$ cat config.mk
export PLATFORM = sky130hd
export DESIGN_NAME = rff_status_flags
export DESIGN_NICKNAME = d
export VERILOG_FILES = /design/src/rtl/rff_pkg.sv /design/src/rtl/rff_status_flags.sv /design/src/rtl/rff_occ_counter.sv
export SDC_FILE = /design/constraint.sdc
export NUM_CORES = 1
export LEC_CHECK = 0
export BUFFER_PORTS_ARGS = -buffer_cell sky130_fd_sc_hd__buf_2
export CORE_MARGIN = 8
export CORE_UTILIZATION = 59
export CTS_CLUSTER_DIAMETER = 200
export DETAILED_ROUTE_END_ITERATION = 8
export MAX_ROUTING_LAYER = met4
export PLACE_DENSITY = 0.82
export SLEW_MARGIN = 20
export SYNTH_ARGS = -nofsm -noshare
export SYNTH_HDL_FRONTEND = slang
export SYNTH_SLANG_ARGS = --single-unit
$ cat constraint.sdc
create_clock -name clk -period 4.8 [get_ports clk]
set_input_delay 0.24 -clock clk [delete_from_list [all_inputs] [get_ports clk]]
set_output_delay 0.24 -clock clk [all_outputs]
set_load 0.02 [all_outputs]
$ cat src/rtl/rff_pkg.sv
package rff_pkg;
    // Channel and FIFO geometry
    localparam int RFF_NCH = 8;
    localparam int RFF_DEPTH = 32;
    localparam int RFF_THR_W = 5;
    localparam int RFF_DW = 8;
    localparam int RFF_AW = 16;
    // Register addresses on the host port
    localparam logic [15:0] RFF_ADDR_MUXED = 16'h800c;
    localparam logic [15:0] RFF_ADDR_THR_VALUE = 16'h8028;
    localparam logic [15:0] RFF_ADDR_FULL = 16'h8029;
    localparam logic [15:0] RFF_ADDR_THRESH = 16'h802a;
    localparam logic [15:0] RFF_ADDR_NONEMPTY = 16'h802b;
    // Reset values
    localparam logic [7:0] RFF_FLAGS_RESET = 8'h00;
    localparam logic [4:0] RFF_THR_RESET = 5'h10;
    // Flag select encoding
    typedef enum logic [1:0] {
        RFF_FSEL_NEVER = 2'b00,
        RFF_FSEL_NONEMPTY = 2'b01,
        RFF_FSEL_THRESH = 2'b10,
        RFF_FSEL_FULL = 2'b11
    } rff_fsel_t;
endpackage

$ cat src/rtl/rff_status_flags.sv
// Summary of operation
// - Bit n of the not-empty register is high exactly while FIFO n holds one or more messages.
// - Bit n of the threshold register is high while FIFO n holds more messages than the threshold.
// - Bit n of the full register is high while FIFO n holds thirty-two messages.
// - Bit n of the muxed register is the flag picked by channel n's two-bit flag select.
// - All four flag registers are eight bits, bit n belonging to receive channel n.
// - Not-empty, threshold, muxed and full registers are read-only; writes to them are ignored.
// - Select 00 never raises the muxed flag, 01 not-empty, 10 above-threshold, 11 full.
// - After reset every FIFO is empty and the three status registers read zero.
// - The threshold is a five-bit count, 00000 means one or more, 11111 means full, reset 10000.
// - A write to a full FIFO is kept, the oldest message is dropped and full stays set.
`timescale 1ns/1ps
`default_nettype none
module rff_status_flags
    import rff_pkg::*;
#(
    parameter int NCH = RFF_NCH,
    parameter int DEPTH = RFF_DEPTH,
    parameter int THR_W = RFF_THR_W
) (
    input wire logic clk,
    input wire logic resetn,
    input wire logic [NCH-1:0] fifo_push,
    input wire logic [NCH-1:0] fifo_pop,
    input wire logic [2*NCH-1:0] flag_select,
    input wire logic [RFF_AW-1:0] reg_addr,
    input wire logic reg_wr,
    input wire logic reg_rd,
    input wire logic [RFF_DW-1:0] reg_wdata,
    output logic [RFF_DW-1:0] reg_rdata,
    output logic reg_rvalid,
    output logic [NCH-1:0] fifo_nonempty_flags,
    output logic [NCH-1:0] fifo_threshold_flags,
    output logic [NCH-1:0] fifo_full_flags,
    output logic [NCH-1:0] muxed_fifo_flags,
    output logic [NCH-1:0] drop_oldest
);
    localparam int CW = $clog2(DEPTH + 1);
    localparam logic [CW-1:0] FULL_COUNT = CW'(DEPTH);

    if (NCH < 1 || NCH > RFF_DW || DEPTH != (1 << THR_W) || THR_W != RFF_THR_W) begin : g_bad
        $error("rff_status_flags: unsupported channel count or depth");
    end

    logic [CW-1:0] cnt_reg [NCH];
    logic [CW-1:0] cnt_next [NCH];
    logic [THR_W-1:0] thr_reg;
    logic [THR_W-1:0] thr_next;
    logic [NCH-1:0] nonempty_bit_next;
    logic [NCH-1:0] over_threshold_bit_next;
    logic [NCH-1:0] full_bit_next;
    logic [NCH-1:0] muxed_flag_bit_next;
    logic [RFF_DW-1:0] rdata_next;
    logic rvalid_next;

    function automatic logic [RFF_DW-1:0] rff_pad(input logic [NCH-1:0] v);
        logic [RFF_DW-1:0] r;
        r = '0;
        for (int k = 0; k < NCH; k++) begin
            r[k] = v[k];
        end
        return r;
    endfunction

    function automatic logic rff_pick(input logic [1:0] sel, input logic ne, input logic ov,
                                      input logic fu);
        logic r;
        r = 1'b0;
        case (rff_fsel_t'(sel))
            RFF_FSEL_NEVER: r = 1'b0;
            RFF_FSEL_NONEMPTY: r = ne;
            RFF_FSEL_THRESH: r = ov;
            RFF_FSEL_FULL: r = fu;
            default: r = 1'b0;
        endcase
        return r;
    endfunction

    // Occupancy counter per channel
    for (genvar i = 0; i < NCH; i++) begin : g_ch
        rff_occ_counter #(
            .DEPTH(DEPTH),
            .CW(CW)
        ) u_cnt (
            .clk(clk),
            .resetn(resetn),
            .push(fifo_push[i]),
            .pop(fifo_pop[i]),
            .count_reg(cnt_reg[i]),
            .count_next(cnt_next[i]),
            .drop_reg(drop_oldest[i])
        );
    end

    always_comb begin
        thr_next = thr_reg;
        if (reg_wr && reg_addr == RFF_ADDR_THR_VALUE) begin
            thr_next = reg_wdata[THR_W-1:0];
        end
        for (int n = 0; n < NCH; n++) begin
            nonempty_bit_next[n] = cnt_next[n] != '0;
            over_threshold_bit_next[n] = cnt_next[n] > CW'(thr_next);
            full_bit_next[n] = cnt_next[n] == FULL_COUNT;
            muxed_flag_bit_next[n] = rff_pick(flag_select[2*n +: 2], nonempty_bit_next[n],
                                              over_threshold_bit_next[n], full_bit_next[n]);
        end
    end

    always_comb begin
        rdata_next = '0;
        rvalid_next = reg_rd;
        // read map, writes to flags ignored
        if (reg_rd) begin
            case (reg_addr)
                RFF_ADDR_MUXED: rdata_next = rff_pad(muxed_fifo_flags);
                RFF_ADDR_FULL: rdata_next = rff_pad(fifo_full_flags);
                RFF_ADDR_THRESH: rdata_next = rff_pad(fifo_threshold_flags);
                RFF_ADDR_NONEMPTY: rdata_next = rff_pad(fifo_nonempty_flags);
                RFF_ADDR_THR_VALUE: rdata_next = RFF_DW'(thr_reg);
                default: rdata_next = '0;
            endcase
        end
    end

    always_ff @(posedge clk) begin
        if (!resetn) begin
            thr_reg <= RFF_THR_RESET;
            fifo_nonempty_flags <= RFF_FLAGS_RESET[NCH-1:0];
            fifo_threshold_flags <= RFF_FLAGS_RESET[NCH-1:0];
            fifo_full_flags <= RFF_FLAGS_RESET[NCH-1:0];
            muxed_fifo_flags <= RFF_FLAGS_RESET[NCH-1:0];
            reg_rdata <= '0;
            reg_rvalid <= 1'b0;
        end else begin
            thr_reg <= thr_next;
            fifo_nonempty_flags <= nonempty_bit_next;
            fifo_threshold_flags <= over_threshold_bit_next;
            fifo_full_flags <= full_bit_next;
            muxed_fifo_flags <= muxed_flag_bit_next;
            reg_rdata <= rdata_next;
            reg_rvalid <= rvalid_next;
        end
    end

    for (genvar j = 0; j < NCH; j++) begin : g_chk

    end
endmodule
`default_nettype wire

$ cat src/rtl/rff_occ_counter.sv
`timescale 1ns/1ps
`default_nettype none
module rff_occ_counter
    import rff_pkg::*;
#(
    parameter int DEPTH = RFF_DEPTH,
    parameter int CW = $clog2(DEPTH + 1)
) (
    input wire logic clk,
    input wire logic resetn,
    input wire logic push,
    input wire logic pop,
    output logic [CW-1:0] count_reg,
    output logic [CW-1:0] count_next,
    output logic drop_reg
);
    localparam logic [CW-1:0] FULL_COUNT = CW'(DEPTH);
    logic drop_next;

    if (DEPTH < 1 || CW < $clog2(DEPTH + 1)) begin : g_bad
        $error("rff_occ_counter: count width too small for depth");
    end

    always_comb begin
        count_next = count_reg;
        drop_next = 1'b0;
        if (push && !pop) begin
            if (count_reg == FULL_COUNT) begin
                drop_next = 1'b1;
            end else begin
                count_next = count_reg + CW'(1);
            end
        end else if (pop && !push) begin
            if (count_reg != '0) begin
                count_next = count_reg - CW'(1);
            end
        end else if (push && pop && count_reg == '0) begin
            count_next = CW'(1);
        end
    end

    always_ff @(posedge clk) begin
        if (!resetn) begin
            count_reg <= '0;
            drop_reg <= 1'b0;
        end else begin
            count_reg <= count_next;
            drop_reg <= drop_next;
        end
    end
endmodule
`default_nettype wire

==> summary.txt <==
Pwr
  • Power Dens Cells: 504 nW/um2
  • Tot Pwr: 4.27 mW
  • Leakage: 3.60 nW
  • Worst IR drop on VDD: 0.000302 V

Layout
  • Nets: 1127
  • Max reg flops: 48
  • # fillers: 1081
  • Area grow syn2layout: 10.3%
  • Register area: 2040 um2
  • Final std cells w/o fill: 1180
  • Commonest cells after routing, fill and taps aside: buf_2 (105), dfxtp_1 (102), nor2_1 (73)
  • Layout cells sized above 1: 16.1%
  • Core Util, Final: 66.8%
  • Commonest non-fill, non-tap cell in the layout: buf_2
  • Antenna cell count: 0
  • Multi-input gate area: 5110 um2
  • Post-route cell area: 8470 um2

Critical path
  • Startpoint types: input pin
  • Worst EP required: 5040 ps
  • CP max FO: 6
  • CP Capture Type: register
  • WP data arrival: 3930 ps
  • WS Path Type: input pin to register
  • Worst reg-to-reg path cell count: 15

Clock network
  • H-tree Lvls: 3
  • Post-CTS resize count: 0
  • Hold_buf cts: 0
  • Post-CTS Repair Setup Buffers: 0
  • Root buf cell: clkbuf_16
  • Clk sinks: 102
  • Max Buffers Root-to-Sink: 2
  • Num CTS Buffers: 9
  • CTS tree: done
  • CTS clk-pin slew, worst paths: 60 ps
  • Latest clock arrival within the worst-skew pair: 350 ps

STA
  • Worst slew margin: 43.5%
  • Post-route setup slack: 1110 ps
  • Clock Skews: 6.90 ps
  • Final setup violation count: 0
  • Final-report max-slew violation count: 0
  • Unrepaired setup endpoints after global routing: no
  • Slew @ Worst Pin: 841 ps
  • Setup TNS: 0 ps
  • Final min period: 3690 ps
  • Crit share post-route: 76.9%
  • Fin. Hold Viols: 0
  • Max Clk Rate: 271 MHz
  • WHS: 116 ps

Floorplanning
  • FP Rows: 41
  • Die span in y: 130 um
  • DIE AREA: 16900 um2
  • I/O pin total: 109
  • Die W: 130 um
  • Starting Density: 60.6%
  • Core Footprint: 12700 um2

Hold path
  • Hold path cells: 2
  • Hold/Removal Path Class: input pin to register

GRT
  • GR peak layer: met2
  • Grt met3 use: 4.32%
  • First-pass GRT wire length: 32800 um
  • GRT Total Usage: 24.5%
  • Largest net degree at the start of global routing: 54
  • Met1 Track Usage GR: 31.2%
  • Number of global-route vias before repair: 6659
  • Antenna violations before repair: 0
  • Grt ovf: 0
  • Grt met2 use: 39.5%

Placed design
  • Placed standard-cell area: 8170 um2
  • Dpl hpwl: 14900 um
  • GPL Wtd Cong: 0.969
  • Dpl ws: 856 ps
  • Placed insts: 1164
  • I/O Buffers: 105

Routing
  • ANT nets after route: 0
  • Routed Wire Length: 20200 um
  • TritonRoute pass-1 iters: 5
  • Initial DRC count: 692
  • WL per Instance: 17.1 um
  • Total number of vias: 7372
  • Via-to-Cell Ratio: 6.25
  • DRC errors left: 0

Logic synthesis
  • EDFF count, synth: 0
  • Cells after synthesis: 941
  • Yosys warnings: 0
  • Netlist cell types: 96
  • Syn_nets: 1065
  • Post-synthesis register bit count: 102
  • FFs w/ async S/R, synth: 0%
  • Avg Cell Area, Syn: 8.16 um2
  • Post-synth top flop: dfxtp_1
  • Sequential area share after synthesis: 26.6%
  • Synth Cell Area: 7680 um2

Status
  • Status: completed

Flow run
  • Max-cap violations: 0
==> worst max-delay path: stages <==
cell	delay, ps
buf_2	100
nor4b_1	300
nand3_1	220
or3b_1	460
nor3_2	130
buf_4	200
nand2_1	200
mux2i_1	480
buf_4	260
ha_1	250
nor2b_1	130
o21a_1	160
o21ai_0	210
a21oi_1	140
o2111ai_1	200
o41ai_1	100
a21o_1	160
==> where the power goes <==
part / total [mW] / internal, mW / switching, mW
Clock: 0.709 / 0.395 / 0.314
Combinational: 2.26 / 0.983 / 1.28
Sequential: 1.30 / 1.02 / 0.281
==> cell type report <==
class / instances / share of cell area (%)
Tap cell: 172 / 2.54
Clock buffer: 14 / 3.24
Timing Repair Buffer: 114 / 7.00
Sequential cell: 102 / 24.1
Inverter: 59 / 2.62
Multi-Input combinational cell: 717 / 60.3
Clock inverter: 2 / 0.177
==> synthesized netlist by cell type (8+ instances only) <==
| master | instances | area (um2) |
|---|---|---|
| o22ai_1 | 10 | 62.6 |
| a21oi_1 | 35 | 175 |
| nor2_1 | 73 | 274 |
| and2_1 | 42 | 263 |
| o21ai_0 | 25 | 125 |
| nand3b_1 | 12 | 90.1 |
| ha_1 | 64 | 801 |
| dfxtp_1 | 102 | 2040 |
| buf_4 | 8 | 60.1 |
| a31oi_1 | 8 | 50.1 |
| a211oi_1 | 12 | 90.1 |
| nand3_1 | 42 | 210 |
| inv_1 | 58 | 218 |
| o211ai_1 | 12 | 90.1 |
| a222oi_1 | 9 | 90.1 |
| mux2i_1 | 12 | 120 |
| buf_2 | 10 | 50.1 |
| clkbuf_1 | 39 | 146 |
| nor4b_1 | 9 | 78.8 |
| nor3_1 | 25 | 125 |
| o21a_1 | 8 | 60.1 |
| nand4_1 | 10 | 62.6 |
| a22oi_1 | 11 | 82.6 |
| nor2b_1 | 27 | 169 |
| and3_1 | 14 | 87.6 |
| nor4_1 | 10 | 62.6 |
| nand2_1 | 48 | 180 |
| nand2b_1 | 19 | 119 |
==> cell families (layout without fill, tap and decap cells) <==
group           after synthesis  in the layout  share of synthesized area (%)
simple gates                402            402                           31.2
compound gates              226            226                           21.6
buf+inv                     122            189                           7.09
flops                       102            102                           26.6
fa+ha+maj                    64             64                           10.4
mux                          14             14                           1.86
xor+xnor                     11             11                           1.25
==> final timing paths <==
path / startpoint / end / slack [ps]
setup / recovery: reg_addr[9] / muxed_fifo_flags[4] / 1110
hold / removal: flag_select[4] / muxed_fifo_flags[2] / 120
setup reg to reg: g_ch[0].u_cnt.count_reg[0] / muxed_fifo_flags[0] / 1220
hold reg to reg: fifo_threshold_flags[5] / reg_rdata[5] / 470
==> layer usage <==
layer,vias up,routed length [um]
met2,316,9280
met3,24,1660
met1,3413,8940
met4,0,342
met5,-,0
li1,3619,-
No activity file was read; power rests on OpenSTA's default activity.
